**config.mk**
```make
export PLATFORM = sky130hd
export DESIGN_NAME = drm_top
export DESIGN_NICKNAME = d
export VERILOG_FILES = /design/src/logic/drm_top_fix.sv /design/src/logic/drm_pkg.sv /design/src/logic/drm_pend.sv /design/src/logic/drm_core_ctl.sv /design/src/logic/drm_top.sv
export SDC_FILE = /design/constraint.sdc
export NUM_CORES = 1
export LEC_CHECK = 0
export ABC_AREA = 1
export BUFFER_PORTS_ARGS = -buffer_cell sky130_fd_sc_hd__buf_4
export CAP_MARGIN = 20
export CORE_UTILIZATION = 50
export CTS_CLUSTER_SIZE = 20
export DETAILED_ROUTE_END_ITERATION = 8
export PLACE_DENSITY = 0.89
export SLEW_MARGIN = 15
export SYNTH_ARGS = -nofsm -noshare
export SYNTH_HDL_FRONTEND = slang
export SYNTH_SLANG_ARGS = --single-unit
```
**constraint.sdc**
```tcl
create_clock -name pclk -period 3.3 [get_ports pclk]
set_clock_uncertainty 0.2 [all_clocks]
set_input_delay 0.66 -clock pclk [delete_from_list [all_inputs] [get_ports pclk]]
set_output_delay 0.66 -clock pclk [all_outputs]
set_load 0.01 [all_outputs]
```
**src/logic/drm_top_fix.sv**
```systemverilog
// Holds no logic; the block lives in drm_top

```
**src/logic/drm_pkg.sv**
```systemverilog
// Constants, types and register map of the debug reset and interrupt mask block
package drm_pkg;

    localparam int CLK_PERIOD_NS = 10;
    localparam int RST_PULSE_NS = 100;
    localparam int RST_CYCLES = (RST_PULSE_NS + CLK_PERIOD_NS - 1) / CLK_PERIOD_NS;
    localparam int RST_CNT_W = $clog2(RST_CYCLES + 1);

    localparam logic [11:0] OFS_CTRL = 12'h000;
    localparam logic [11:0] OFS_OPTION = 12'h004;
    localparam logic [11:0] OFS_GUARD = 12'h008;
    localparam logic [11:0] OFS_STATUS = 12'h00C;

    localparam int CTRL_SWRST_BIT = 0;
    localparam int OPT_BOOT_HI_BIT = 0;
    localparam int OPT_MAT_LO_BIT = 1;
    localparam int OPT_IFACE_LSB = 2;
    localparam int GUARD_GRAM_BIT = 0;
    localparam int GUARD_PERIPH_BIT = 1;
    localparam int STAT_CORE_LSB = 0;
    localparam int STAT_PRST_BIT = 16;
    localparam int STAT_PIRQ_LSB = 17;
    localparam int STAT_MASK_BIT = 20;
    localparam int MAX_CORES = 4;

    localparam logic [1:0] IFACE_JTAG = 2'h3;
    localparam logic [1:0] IFACE_SERIAL = 2'h1;
    localparam logic BOOT_HI_RESET = 1'h1;
    localparam logic MAT_LO_RESET = 1'h0;
    localparam logic [1:0] GUARD_RESET = 2'h3;

    localparam int IRQ_NUM = 3;
    localparam int IRQ_MASKABLE = 0;
    localparam int IRQ_FAST = 1;
    localparam int IRQ_FLOAT = 2;

    typedef enum logic [3:0] {
        DRM_RUN = 4'h1,
        DRM_BRK = 4'h2,
        DRM_STEP = 4'h4,
        DRM_HALT = 4'h8
    } drm_core_e;

    typedef enum logic [2:0] {
        RS_IDLE = 3'h1,
        RS_USER = 3'h2,
        RS_PROBE = 3'h4
    } drm_rst_e;

    typedef struct packed {
        logic connect;
        logic serial_link;
        logic reset_req;
    } drm_probe_s;

    typedef struct packed {
        logic break_req;
        logic run_req;
        logic step_req;
        logic bp_hit;
        logic halt_exec;
        logic step_done;
        logic wake;
    } drm_core_cmd_s;

endpackage : drm_pkg

```
**src/logic/drm_pend.sv**
```systemverilog
// Sticky pending flags where a new request wins over a clear
`timescale 1ns/1ps
module drm_pend
    import drm_pkg::*;
#(
    parameter int WIDTH = 1
) (
    input wire logic pclk,
    input wire logic presetn,
    input wire logic [WIDTH-1:0] set,
    input wire logic [WIDTH-1:0] clr,
    output logic [WIDTH-1:0] q
);

    initial begin
        if (WIDTH < 1) $error("drm_pend needs WIDTH of at least 1");
    end

    wire [WIDTH-1:0] next_q = set | (q & ~clr);

    always_ff @(posedge pclk or negedge presetn) begin
        if (!presetn) q <= '0;
        else q <= next_q;
    end
endmodule : drm_pend

```
**src/logic/drm_core_ctl.sv**
```systemverilog
// Per-core run, break, step and halt state tracking
`timescale 1ns/1ps
module drm_core_ctl
    import drm_pkg::*;
(
    input wire logic pclk,
    input wire logic presetn,
    input wire drm_core_cmd_s cmd,
    input wire logic force_break,
    input wire logic user_reset,
    output drm_core_e state
);

    drm_core_e next_state;

    always_comb begin
        next_state = state;
        case (state)
            DRM_RUN: begin
                if (cmd.break_req || cmd.bp_hit) next_state = DRM_BRK;
                else if (cmd.halt_exec) next_state = DRM_HALT;
            end
            DRM_BRK: begin
                if (cmd.run_req) next_state = DRM_RUN;
                else if (cmd.step_req) next_state = DRM_STEP;
            end
            DRM_STEP: begin
                // Halt during a step never parks the core
                if (cmd.halt_exec || cmd.step_done || cmd.break_req) next_state = DRM_BRK;
            end
            DRM_HALT: begin
                if (cmd.break_req) next_state = DRM_BRK;
                else if (cmd.wake) next_state = DRM_RUN;
            end
            default: next_state = DRM_BRK;
        endcase
        if (user_reset) next_state = DRM_RUN;
        if (force_break) next_state = DRM_BRK;
    end

    always_ff @(posedge pclk or negedge presetn) begin
        if (!presetn) state <= DRM_RUN;
        else state <= next_state;
    end
endmodule : drm_core_ctl

```
**src/logic/drm_top.sv**
```systemverilog
// Debug-state reset and interrupt masking with APB register file
`timescale 1ns/1ps
module drm_top
    import drm_pkg::*;
#(
    parameter int N_CORES = 2
) (
    input wire logic pclk,
    input wire logic presetn,
    input wire logic [11:0] paddr,
    input wire logic psel,
    input wire logic penable,
    input wire logic pwrite,
    input wire logic [31:0] pwdata,
    input wire logic [3:0] pstrb,
    output logic [31:0] prdata,
    output logic pready,
    output logic pslverr,
    input wire drm_probe_s probe,
    input wire drm_core_cmd_s [N_CORES-1:0] core_cmd,
    input wire logic pin_resetn,
    input wire logic sw_reset_req,
    input wire logic [IRQ_NUM-1:0] irq_in,
    output drm_core_e [N_CORES-1:0] core_state,
    output logic sys_reset,
    output logic [IRQ_NUM-1:0] irq_out,
    output logic boot_serial_prog,
    output logic boot_user_mat,
    output logic [1:0] iface_sel,
    output logic dbg_access_ok
);

    initial begin
        if (N_CORES < 1 || N_CORES > MAX_CORES) $error("N_CORES must be 1 to 4");
    end

    // Register state
    logic opt_boot_hi;
    logic opt_mat_lo;
    logic [1:0] opt_iface;
    logic [1:0] guard;
    logic boot_init;

    // Reset sequencing
    drm_rst_e rst_state;
    drm_rst_e next_rst;
    logic [RST_CNT_W-1:0] rst_cnt;
    logic force_break;
    logic core_user_rst;
    logic pend_rst;
    logic [IRQ_NUM-1:0] pend_irq;

    // Reset pin synchroniser and edge detect
    logic pin_rst_m;
    logic pin_rst_s;
    logic pin_rst_q;

    // APB decode
    wire sel_ctrl = (paddr == OFS_CTRL);
    wire sel_opt = (paddr == OFS_OPTION);
    wire sel_guard = (paddr == OFS_GUARD);
    wire sel_stat = (paddr == OFS_STATUS);
    wire mapped = sel_ctrl | sel_opt | sel_guard | sel_stat;
    wire setup = psel & ~penable;
    wire wr_en = psel & penable & pwrite & pready & ~pslverr & pstrb[0];
    wire wr_ctrl = wr_en & sel_ctrl;
    wire wr_opt = wr_en & sel_opt;
    wire wr_guard = wr_en & sel_guard;
    wire ctrl_swrst = wr_ctrl & pwdata[CTRL_SWRST_BIT];

    // Debug state of the cores
    logic [N_CORES-1:0] in_debug;
    genvar gi;
    generate
        for (gi = 0; gi < N_CORES; gi++) begin : g_core
            drm_core_ctl u_core (
                .pclk(pclk),
                .presetn(presetn),
                .cmd(core_cmd[gi]),
                .force_break(force_break),
                .user_reset(core_user_rst),
                .state(core_state[gi])
            );
            assign in_debug[gi] = (core_state[gi] == DRM_BRK) || (core_state[gi] == DRM_STEP);
        end
    endgenerate

    // The mask follows break or step only; the debugger mask setting cannot open it
    wire mask_active = |in_debug;
    wire [4*N_CORES-1:0] core_vec = core_state;

    // User reset sources, pin relies on the target keeping it off during connect
    wire pin_evt = ~pin_rst_s & pin_rst_q;
    wire user_evt = pin_evt | sw_reset_req | ctrl_swrst;
    wire hold_rst = user_evt & mask_active;
    wire rst_go = (user_evt | pend_rst) & ~mask_active;
    wire cnt_done = (rst_cnt == '0);
    wire rst_start = (rst_state == RS_IDLE) && (next_rst != RS_IDLE);
    wire probe_start = probe.reset_req && (rst_state != RS_PROBE);

    always_comb begin
        next_rst = rst_state;
        case (rst_state)
            RS_IDLE: begin
                if (probe.reset_req) next_rst = RS_PROBE;
                else if (rst_go) next_rst = RS_USER;
            end
            RS_USER: begin
                if (probe.reset_req) next_rst = RS_PROBE;
                else if (cnt_done) next_rst = RS_IDLE;
            end
            RS_PROBE: begin
                if (cnt_done) next_rst = RS_IDLE;
            end
            default: next_rst = RS_IDLE;
        endcase
    end

    wire [RST_CNT_W-1:0] next_cnt = probe_start || rst_start ? RST_CNT_W'(RST_CYCLES - 1) :
                                    cnt_done ? rst_cnt : rst_cnt - 1'b1;

    always_ff @(posedge pclk or negedge presetn) begin
        if (!presetn) begin
            rst_state <= RS_IDLE;
            rst_cnt <= '0;
            sys_reset <= 1'b0;
        end else begin
            rst_state <= next_rst;
            rst_cnt <= next_cnt;
            sys_reset <= (next_rst != RS_IDLE);
        end
    end

    // Cores restart after a user reset, stop after a probe reset
    always_ff @(posedge pclk or negedge presetn) begin
        if (!presetn) begin
            force_break <= 1'b0;
            core_user_rst <= 1'b0;
        end else begin
            force_break <= (rst_state == RS_PROBE) && cnt_done;
            core_user_rst <= (rst_state == RS_USER) && cnt_done && !probe.reset_req;
        end
    end

    // A probe reset already resets the system, so a held user reset is dropped
    drm_pend #(.WIDTH(1)) u_pend_rst (
        .pclk(pclk),
        .presetn(presetn),
        .set(hold_rst),
        .clr((rst_start && rst_state == RS_IDLE) || probe_start),
        .q(pend_rst)
    );

    // Unmasking clears pending interrupts: delivered, or discarded by a pending or running reset
    drm_pend #(.WIDTH(IRQ_NUM)) u_pend_irq (
        .pclk(pclk),
        .presetn(presetn),
        .set(irq_in & {IRQ_NUM{mask_active}}),
        .clr({IRQ_NUM{~mask_active}}),
        .q(pend_irq)
    );

    wire irq_block = mask_active | pend_rst | (rst_state != RS_IDLE);
    wire [IRQ_NUM-1:0] next_irq = irq_block ? '0 : (irq_in | pend_irq);

    always_ff @(posedge pclk or negedge presetn) begin
        if (!presetn) irq_out <= '0;
        else irq_out <= next_irq;
    end

    // Two-flop pin synchroniser, edge taken after the second stage
    always_ff @(posedge pclk or negedge presetn) begin
        if (!presetn) begin
            pin_rst_m <= 1'b1;
            pin_rst_s <= 1'b1;
            pin_rst_q <= 1'b1;
        end else begin
            pin_rst_m <= pin_resetn;
            pin_rst_s <= pin_rst_m;
            pin_rst_q <= pin_rst_s;
        end
    end

    // Option bits; serial connect rewrites boot-select and interface code
    wire serial_conn = probe.connect & probe.serial_link;

    always_ff @(posedge pclk or negedge presetn) begin
        if (!presetn) begin
            opt_boot_hi <= BOOT_HI_RESET;
            opt_mat_lo <= MAT_LO_RESET;
            opt_iface <= IFACE_JTAG;
        end else if (serial_conn) begin
            opt_boot_hi <= 1'b0;
            opt_iface <= IFACE_SERIAL;
        end else if (wr_opt) begin
            opt_boot_hi <= pwdata[OPT_BOOT_HI_BIT];
            opt_mat_lo <= pwdata[OPT_MAT_LO_BIT];
            opt_iface <= pwdata[OPT_IFACE_LSB +: 2];
        end
    end

    always_ff @(posedge pclk or negedge presetn) begin
        if (!presetn) guard <= GUARD_RESET;
        else if (wr_guard) guard <= pwdata[GUARD_PERIPH_BIT:GUARD_GRAM_BIT];
    end

    // Boot source is caught after release and after every reset sequence
    wire boot_load = ~boot_init | force_break | core_user_rst;

    always_ff @(posedge pclk or negedge presetn) begin
        if (!presetn) begin
            boot_init <= 1'b0;
            boot_serial_prog <= 1'b0;
            boot_user_mat <= 1'b0;
            iface_sel <= 2'h0;
            dbg_access_ok <= 1'b0;
        end else begin
            boot_init <= 1'b1;
            if (boot_load) begin
                boot_serial_prog <= opt_boot_hi;
                boot_user_mat <= opt_mat_lo;
            end
            iface_sel <= opt_iface;
            dbg_access_ok <= guard[GUARD_GRAM_BIT] & guard[GUARD_PERIPH_BIT];
        end
    end

    // APB slave, zero wait states
    wire [31:0] stat_word = {11'h0, mask_active, pend_irq, pend_rst, 16'(core_vec)};
    wire [31:0] rd_word = sel_opt ? {28'h0, opt_iface, opt_mat_lo, opt_boot_hi} :
                          sel_guard ? {30'h0, guard} :
                          sel_stat ? stat_word : 32'h0;

    always_ff @(posedge pclk or negedge presetn) begin
        if (!presetn) begin
            pready <= 1'b0;
            pslverr <= 1'b0;
            prdata <= 32'h0;
        end else begin
            pready <= setup;
            pslverr <= setup & ~mapped;
            prdata <= (setup & ~pwrite) ? rd_word : 32'h0;
        end
    end
endmodule : drm_top

```
==> results by stage, run 1 <==
Run status:
- The flow ran to the end, and the final reports show no timing, DRC or antenna violations.

Timing:
- The final setup violation count is 0.
- Subtracting the final worst setup slack from the clock period gives 2.021 ns.
- Setup repair after global routing left no endpoint under its margin.
- In this run the tightest slew margin relative to its limit is 0.5691.
- The total count of max-transition violations in the final report is 0.
- The timing-limited maximum frequency is roughly 490 MHz.
- The transition at the pin with the smallest max-transition slack is 0.6464 ns.
- Dividing the final minimum period by the clock period gives 0.6125.
- The count of endpoints failing hold in the final timing report came to 0.
- Summed over all failing endpoints, the final setup total negative slack is 0 ns.

Global routing:
- The largest net degree at the start of global routing is 56.
- The via count of the first global-routing pass came to 2280.
- The initial antenna violation count is 0.
- The first-pass GRT wire length is ~10000 um.
- The leftover overflow at the end of global routing is 0.
- In the global route stage, overall resource usage came out at 0.2104.

Route:
- The average wire length per cell after detail routing is about 12 um.
- The detailed-router iteration count before antenna repair is 4.
- The ratio of routed vias to standard cells is 4.916.
- The detail route stage leaves a number of antenna-violating nets equal to 0.
- After detailed routing, the number of remaining DRC violations is 0.
- The number of DRC markers after the initial detailed-route iteration is between 100 and 150.
- The routed wire length is about 5600 um.
- The total number of vias is roughly 2300.

Worst hold path:
- The worst min-delay path endpoint is pin_rst_s.
- The depth of the worst hold-timing path is 0.
- The min-delay analysis places its worst path in the category reg2reg.
- The startpoint of the lowest-slack hold path is pin_rst_m.

Setup path:
- The category of the worst setup path capture point is a flip-flop.
- The arrival time of data at the critical path endpoint is around 2.0 ns.
- The critical path required time is between 3 and 4 ns.
- Counting both buffers and inverters, the worst setup path holds a total of 2.
- The slowest stage of the critical path is the sky130_fd_sc_hd__dfrtp_1 cell.
- The worst register-to-register path has a depth of 9.
- The critical path runs through a total of 9 cells.
- Of all nets on the critical path, the largest fanout is 7.
- The reg2reg setup slack is between 1 and 1.5 ns.
- Traced cell by cell, the critical path runs through inv_1 -> ha_1 -> nand3_1 -> nor3_1 -> nor3_1 -> nand3_2 -> nand2_2 -> inv_2 -> nand2_1.
- The cell family contributing the most delay on the critical path is simple AND/OR/NAND/NOR gates.
- The largest single stage delay on the critical path is 0.37 ns.
- The worst setup path is of the reg2reg kind.
- STA classifies the critical path startpoint as a flip-flop.
- The startpoint identified for the worst register-to-register timing path is rst_cnt[0].
- In this run the critical register-to-register path is captured at rst_cnt[0].
- The critical path's most frequent cell is sky130_fd_sc_hd__nor3_1.

Clocking:
- Buffers inserted during clock tree synthesis total 5.
- Hold repair after CTS inserted 0 buffers.
- The insertion delay to the later sink of the worst-skew pair is approximately 0.31 ns.
- No sink is reached through more buffers than the 2 on the longest clock path.
- The count of buffers added by post-CTS timing repair for setup is 0.
- The number of instances resized during post-cts repair is 0.
- TritonCTS built the clock tree.
- The total number of H-tree levels is 2.
- The root buffer cell chosen for the clock tree is sky130_fd_sc_hd__clkbuf_8.
- The sink count of the clock tree is 55.
- The clock-pin slew reported for the worst setup and hold paths after clock tree synthesis is roughly 0.08 ns.

Floorplanning:
- The core region is ~0.0052 mm2.
- Row generation in the floorplan step produced 26 rows.
- about 130 I/O pins were placed.
- The die boundary width is 76.06 um.
- The initial utilization of the core area, before any placement, comes to 0.5269.
- The floorplan step defined a die boundary enclosing 0.005785 mm2.
- From bottom edge to top edge, the die measures about 76 um.

Power:
- Cell internal power was estimated by the tool at between 1 and 1.5 mW.
- The part of the total power dissipated in sequential elements is 0.425.
- The clock share of power is 0.179.
- The part of the total power dissipated in combinational logic is 0.396.
- Of the total power, the share spent switching nets is 0.3733.
- In this run the static leakage power is 1.866 nW.
- The worst voltage drop across the vdd grid is 0.3632 mV.
- The ratio of total power to cell area is 611.0 mW/mm2.
- For this design the total switching power over the nets is just under 0.8 mW.

Yosys:
- Sorting the synthesized cells by area gives the leading types as sky130_fd_sc_hd__dfrtp_1, sky130_fd_sc_hd__dfstp_2, sky130_fd_sc_hd__nand2_1.
- The flop and latch count out of synthesis is between 50 and 60.
- The average cell area after synthesis is approximately 8.4 um2.
- The share of the Yosys chip area taken by registers is 0.5068.
- The cell area that synthesis handed to floorplanning was roughly 0.0027 mm2.
- The number of distinct library cells after synthesis is 36.
- Of all flip-flops after synthesis, the portion carrying an async set or reset was 1.000.
- Among all flip-flop cells after synthesis, the most frequent one is sky130_fd_sc_hd__dfrtp_1.
- Yosys printed 0 warnings.
- Yosys instantiated no cell more often than sky130_fd_sc_hd__nand2_1.
- Counting flops with a built-in enable in the synthesized netlist gives 0.
- Ranked by instance count, the synthesized netlist is headed by sky130_fd_sc_hd__nand2_1, sky130_fd_sc_hd__inv_1, sky130_fd_sc_hd__dfrtp_1.
- The cell count after synthesis is roughly 330.
- The cell type with the largest total area after synthesis is sky130_fd_sc_hd__dfrtp_1.
- Of the post-synthesis cell area, the dominant cell type holds 0.4015.

Place:
- Input and output buffers added on the ports amount to between 70 and 80.
- At the end of routability-driven placement, the weighted congestion stood at 0.8812.
- The number of cells after detailed placement is 468.
- The estimated wirelength of the detail-placed design is 4361 um.

Flow run:
- The max-capacitance violation count is 0.

Layout:
- The net count reported at finish is around 480.
- The number of cells in the finished layout apart from fillers is 476.
- The synthesis-to-finish area growth is 24.13%.
- The repair_antennas step left the layout with diodes totalling 0.
- Of the cells placed in the final design, the portion with a size suffix greater than 1 is 0.2931.
-- state kept, by name (all words and copies together), names as in the netlist, 2 cells and up --
name,count
rst_cnt,4
opt_iface,2
irq_out,3
rst_state,3
g_core.u_core.state,8
iface_sel,2
u_pend_irq.q,3
prdata,13
guard,2
-- worst max path at each step --
stage | from | end | slack (ns)
finish | rst_cnt[0] | rst_cnt[0] | 1.28
global route | rst_cnt[0] | rst_cnt[0] | 1.10
floorplan | paddr[0] | rst_cnt[1] | 1.49
detailed placement | paddr[6] | prdata[0] | 1.09
CTS | rst_cnt[0] | rst_cnt[0] | 1.31
global placement | paddr[6] | prdata[0] | 1.15
-- per-layer routing --
metal | vias up | track usage | wire length, um | part of all wire
met5 | - | 0 | 0 | 0
met4 | 0 | 0.08077 | 110 | 0.020
met3 | 12 | 0.05509 | 398 | 0.071
met2 | 103 | 0.3545 | 2708 | 0.48
met1 | 1085 | 0.2596 | 2376 | 0.42
li1 | 1140 | - | - | -
-- worst reg2reg max path, stage by stage (launching register included) --
cell and delay, ns:
sky130_fd_sc_hd__dfrtp_1 0.37, sky130_fd_sc_hd__inv_1 0.11, sky130_fd_sc_hd__ha_1 0.22, sky130_fd_sc_hd__nand3_1 0.25, sky130_fd_sc_hd__nor3_1 0.37, sky130_fd_sc_hd__nor3_1 0.13
sky130_fd_sc_hd__nand3_2 0.11, sky130_fd_sc_hd__nand2_2 0.07, sky130_fd_sc_hd__inv_2 0.06, sky130_fd_sc_hd__nand2_1 0.04
-- kinds of logic after synthesis --
logic type / count (synthesis) / synth area share
XOR/XNOR: 2 / 0.006388
multiplexers: 2 / 0.008211
buffers and inverters: 79 / 0.1346
adder cells (fa/ha/maj): 1 / 0.004561
flip-flops: 55 / 0.5068
AND/OR/NAND/NOR: 148 / 0.2605
other: 2 / 0.002738
AO/OA/AOI/OAI: 36 / 0.07619
-- cell type report --
cell class                 count  area [um2]
multi-input combinational    209        1051
tap                           70       87.58
sequential                    55        1390
timing repair buffer          75       563.0
clock buffer                   7       86.33
fill                         446        1800
inverter                      59       221.5
clock inverter                 1       5.005
-- power groups by stage --
stage	registers [mW]	logic, mW	clock network, mW
after floorplan	0.911	0.552	0
after global placement	0.894	0.781	0
after detailed placement	0.898	0.817	0
after CTS	0.885	0.823	0.383
after global routing	0.901	0.931	0.413
final	0.885	0.824	0.372
-- through the flow --
step,utilization,hold WS [ns],setup slack [ns],power [mW],instance area (um2)
after floorplan,-,0.1452,1.494,1.464,2810
after global placement,0.6365,0.1464,1.149,1.675,3313
after detailed placement,0.6365,0.1504,1.087,1.715,3313
after CTS,0.6541,0.1631,1.309,2.091,3405
after global routing,0.6541,0.1646,1.099,2.245,3405
final,0.6541,0.1622,1.279,2.080,3405
-- placed cells by master (no fill, tap or decap), types with 4 or more instances in the layout --
cell type / n
sky130_fd_sc_hd__buf_4: 75
sky130_fd_sc_hd__nor3_2: 7
sky130_fd_sc_hd__conb_1: 20
sky130_fd_sc_hd__a21oi_1: 10
sky130_fd_sc_hd__dfstp_2: 11
sky130_fd_sc_hd__clkbuf_8: 6
sky130_fd_sc_hd__dfrtp_1: 44
sky130_fd_sc_hd__nor2_1: 33
sky130_fd_sc_hd__o21ai_0: 13
sky130_fd_sc_hd__inv_1: 55
sky130_fd_sc_hd__nand2_1: 59
sky130_fd_sc_hd__nand2_2: 5
sky130_fd_sc_hd__nand3_1: 20
sky130_fd_sc_hd__inv_2: 4
sky130_fd_sc_hd__nor3_1: 11
Power figures use the tool's default switching activity.
==> run 2, diff against run 1 <==
--- a/config.mk
+++ b/config.mk
@@ -8,10 +8,10 @@
 export ABC_AREA = 1
 export BUFFER_PORTS_ARGS = -buffer_cell sky130_fd_sc_hd__buf_4
 export CAP_MARGIN = 20
-export CORE_UTILIZATION = 50
+export CORE_UTILIZATION = 42
 export CTS_CLUSTER_SIZE = 20
 export DETAILED_ROUTE_END_ITERATION = 8
-export PLACE_DENSITY = 0.89
+export PLACE_DENSITY = 0.8
 export SLEW_MARGIN = 15
 export SYNTH_ARGS = -nofsm -noshare
 export SYNTH_HDL_FRONTEND = slang
==> constraint.sdc (replaced) <==
create_clock -name pclk -period 1.65 [get_ports pclk]
set_clock_uncertainty 0.2 [all_clocks]
set_input_delay 0.33 -clock pclk [delete_from_list [all_inputs] [get_ports pclk]]
set_output_delay 0.33 -clock pclk [all_outputs]
set_load 0.01 [all_outputs]
==> run 2 against run 1 <==
Compared with the run above: the flow now finishes with violations (negative setup slack); global-route usage down 1.1 points; critical path depth unchanged; fmax rose by 10%; wire length increased by 26%; final cell count up 11%; critical path type unchanged.
==> results by stage, run 2 (synthesis gave the netlist of run 1 again) <==
Run status:
- Result of the run: finished, violations left (was completed).
- The checks that failed: negative setup slack.

Setup path:
- The cell at the slowest stage of the critical path was sky130_fd_sc_hd__dfstp_2 (was sky130_fd_sc_hd__dfrtp_1).
- The reg2reg setup slack was -0.18 ns (was 1.28 ns).
- The count of buffering cells on the critical path with inverters included is 2 (unchanged).
- The largest fanout of any net on the critical path is 2 (was 7).
- Cell chain of the critical path: inv_2 -> nor3_4 -> inv_2 -> nand2_2 -> nor2_2 -> nor3_2 -> nand3_2 -> nand3_1 -> nand2_1 (was inv_1 -> ha_1 -> nand3_1 -> nor3_1 -> nor3_1 -> nand3_2 -> nand2_2 -> inv_2 -> nand2_1).
- The depth of the worst register-to-register path came to 9 (unchanged).
- The cell family contributing the most delay on the critical path was simple AND/OR/NAND/NOR gates (unchanged).
- The critical path's most frequent cell is sky130_fd_sc_hd__inv_2 (was sky130_fd_sc_hd__nor3_1).
- The category of the worst setup path launch point is a flip-flop (unchanged).
- The reg-to-reg critical path endpoint is u_pend_rst.q (was rst_cnt[0]).
- The critical path required time came to 1.65 ns (was 3.30 ns).
- The category of the critical setup timing path is reg2reg (unchanged).
- The launch point of the worst reg-to-reg path was rst_state[0] (was rst_cnt[0]).
- The arrival time of data at the critical path endpoint was 1.83 ns (was 2.02 ns).
- The largest stage delay on the critical path came to 0.55 ns (was 0.37 ns).
- The category of the worst setup path capture point was a flip-flop (unchanged).

Floorplanning:
- The starting density of the core is 0.4344 (was 0.5269).
- The area of the placeable core is 0.006314 mm2 (was 0.005205 mm2).
- The number of I/O pins is 126 (unchanged).
- The floorplan row count came to 29 (was 26).
- The height of the die is 82.81 um (was 76.06 um).
- The die area was 0.006858 mm2 (was 0.005785 mm2).
- The die boundary width is 82.81 um (was 76.06 um).

Timing:
- The final period utilization is 1.110 (was 0.6125).
- The timing-limited maximum frequency is 545.8 MHz (was 494.7 MHz).
- The count of endpoints failing hold in the final timing report is 0 (unchanged).
- The smallest setup slack after layout is -0.1820 ns (was 1.279 ns).
- The final setup violation count came to 19 (was 0).
- RSZ-0062 raised after global routing: true (was false).
- The total count of max-transition violations in the final report is 0 (unchanged).
- The post-route minimum period came to 1.832 ns (was 2.021 ns).

Route:
- The average wire length per cell after detail routing came to 13.37 um (was 11.75 um).
- The detailed-router iteration count before antenna repair is 4 (unchanged).
- The routed wire length is 7045 um (was 5594 um).
- The residual DRC count was 0 (unchanged).
- The number of DRC markers after the initial detailed-route iteration is 132 (was 113).
- The total number of vias is 2543 (was 2340).
- The ratio of routed vias to standard cells is 4.825 (was 4.916).
- The number of antenna-violating nets in the routed design was 0 (unchanged).

Layout:
- The number of inserted filler cells in the final layout is 513 (was 446).
- The flip-flop count of the largest register, all copies and words added is 13 (unchanged).
- Registers with the highest flip-flop counts: prdata: 13 flops, g_core.u_core.state: 8 flops, rst_cnt: 4 flops (unchanged).
- The most common library cell in the layout ignoring fill and taps is sky130_fd_sc_hd__buf_4 (unchanged).
- The count of inserted antenna diode cells is 0 (unchanged).
- The synthesis-to-finish area growth is 46.58% (was 24.13%).
- The final design area excluding fillers is 0.004020 mm2 (was 0.003405 mm2).
- Most used cells in the layout excluding fill and tap cells: sky130_fd_sc_hd__buf_4, sky130_fd_sc_hd__nand2_1, sky130_fd_sc_hd__inv_1 (unchanged).
- The net count reported at finish came to 525 (was 481).
- The register bank with the most flops is prdata (unchanged).
- The share of the core filled with cells in the final layout came to 0.6367 (was 0.6541).
- The fraction of layout instances using a drive strength above 1 is 0.4467 (was 0.2931).

Global routing:
- The leftover overflow at the end of global routing came to 0 (unchanged).
- The first-pass GRT wire length is 11070 um (was 9735 um).
- The largest net degree at the start of global routing is 34 (was 56).
- The via count of the first global-routing pass came to 2487 (was 2280).
- The total routing resource utilization after global routing is 0.1991 (was 0.2104).
- The initial antenna violation count was 0 (unchanged).

Power:
- The static power due to leakage is 2.124 nW (was 1.866 nW).
- The ratio of total power to cell area is 1320 mW/mm2 (was 611.0 mW/mm2).
- The worst voltage drop across the vdd grid was 0.6857 mV (was 0.3632 mV).

Flow run:
- The max-capacitance violation count was 0 (unchanged).

Worst hold path:
- The startpoint of the lowest-slack hold path was psel (was pin_rst_m).
- The worst min-delay path endpoint is pready (was pin_rst_s).
- The depth of the worst hold-timing path is 3 (was 0).
- The class of the tightest hold or removal check is in2reg (was reg2reg).

Place:
- The estimated wirelength of the detail-placed design is 5012 um (was 4361 um).
- The global placement routability congestion is 0.8655 (was 0.8812).
- The post-place instance area is 0.003597 mm2 (was 0.003313 mm2).
- The number of buffer cells added on primary ports is 75 (unchanged).

Clocking:
- The TritonCTS clock tree is built (unchanged).
- The clock root buffer master is sky130_fd_sc_hd__clkbuf_8 (unchanged).
- The total number of H-tree levels is 2 (unchanged).
- The number of buffers added by the clock tree synthesis step is 5 (unchanged).
- The sink count of the clock tree is 55 (unchanged).
- The insertion delay to the later sink of the worst-skew pair is 0.31 ns (about the same).
- The number of buffers between clock root and the deepest sink came to 2 (unchanged).
- The clock-pin slew reported for the worst setup and hold paths after clock tree synthesis was 0.09 ns (was 0.08 ns).
[run 2: cell types whose count changed in the layout (fill, tap and decap cells not counted), moves of 6 or more]
| cell | before | now |
|---|---|---|
| sky130_fd_sc_hd__a21oi_2 | 0 | 7 |
| sky130_fd_sc_hd__nand3_1 | 20 | 14 |
| sky130_fd_sc_hd__nor3_4 | 1 | 7 |
| sky130_fd_sc_hd__buf_6 | 0 | 6 |
| sky130_fd_sc_hd__nand2_1 | 59 | 53 |
| sky130_fd_sc_hd__nor2_1 | 33 | 24 |
| sky130_fd_sc_hd__a21oi_1 | 10 | 3 |
| sky130_fd_sc_hd__buf_4 | 75 | 109 |
| sky130_fd_sc_hd__nor2_2 | 1 | 8 |
[run 2: how the worst max path moves through the flow]
stage / endpoint / slack [ns] / startpoint / cells past startpoint
final: u_pend_rst.q / -0.18 / rst_state[0] / 9
after global routing: u_pend_rst.q / -0.23 / rst_state[0] / 9
after CTS: rst_cnt[1] / -0.07 / g_core[1].u_core.state[0] / 9
after detailed placement: rst_cnt[1] / -0.12 / paddr[6] / 13
after global placement: rst_cnt[1] / -0.08 / paddr[6] / 13
after floorplan: rst_cnt[1] / -0.02 / g_core[1].u_core.state[0] / 9
[run 2: what timing repair did]
| item | in CTS | in global routing |
|---|---|---|
| setup buffers | 3 | 8 |
| hold endpoints to repair | 23 | 0 |
| resized for setup | 15 | 42 |
| endpoints found under the setup margin | 15 | 24 |
| hold buffers | 2 | 0 |
| pin swaps | 11 | 16 |
| cloned | 0 | 0 |
[run 2: power by group]
part	total, mW	internal (mW)	switching [mW]
Sequential	1.79	1.62	0.170
Combinational	2.72	1.26	1.46
Clock	0.790	0.384	0.406
[run 2: per-stage QoR]
step           power, mW  std cells  hold slack (ns)  setup TNS [ns]  setup WS (ns)
2_1_floorplan      2.942        343          -0.1656        -0.03894       -0.01939
3_3_place_gp       3.717        506          0.03846         -0.4036       -0.07722
3_5_place_dp       3.813        506          0.04661         -0.7721        -0.1189
4_1_cts            4.722        519          0.05461         -0.4135       -0.07153
5_1_grt            5.660        527          0.06265          -2.941        -0.2256
6_report           5.307        527          0.06012          -1.410        -0.1820
[run 2: worst min-delay path, stage by stage]
cell and delay (ns):
sky130_fd_sc_hd__buf_4 0.08, sky130_fd_sc_hd__nand2_1 0.06, sky130_fd_sc_hd__inv_1 0.06
[run 2: routing by layer]
metal,global-route usage,wire length (um),up-vias
met5,0,0,-
met3,0.04573,407,14
met1,0.2418,2766,1207
met2,0.3525,3734,89
li1,-,-,1233
met4,0.05799,136,0
[run 2: final cells by class]
cell class / count / area [um2] / area share
sequential: 55 / 1390 / 0.3458
multi-input combinational: 209 / 1266 / 0.3150
inverter: 59 / 221.5 / 0.05509
tap: 77 / 96.34 / 0.02397
timing repair buffer: 119 / 945.9 / 0.2353
clock buffer: 8 / 100.1 / 0.02490
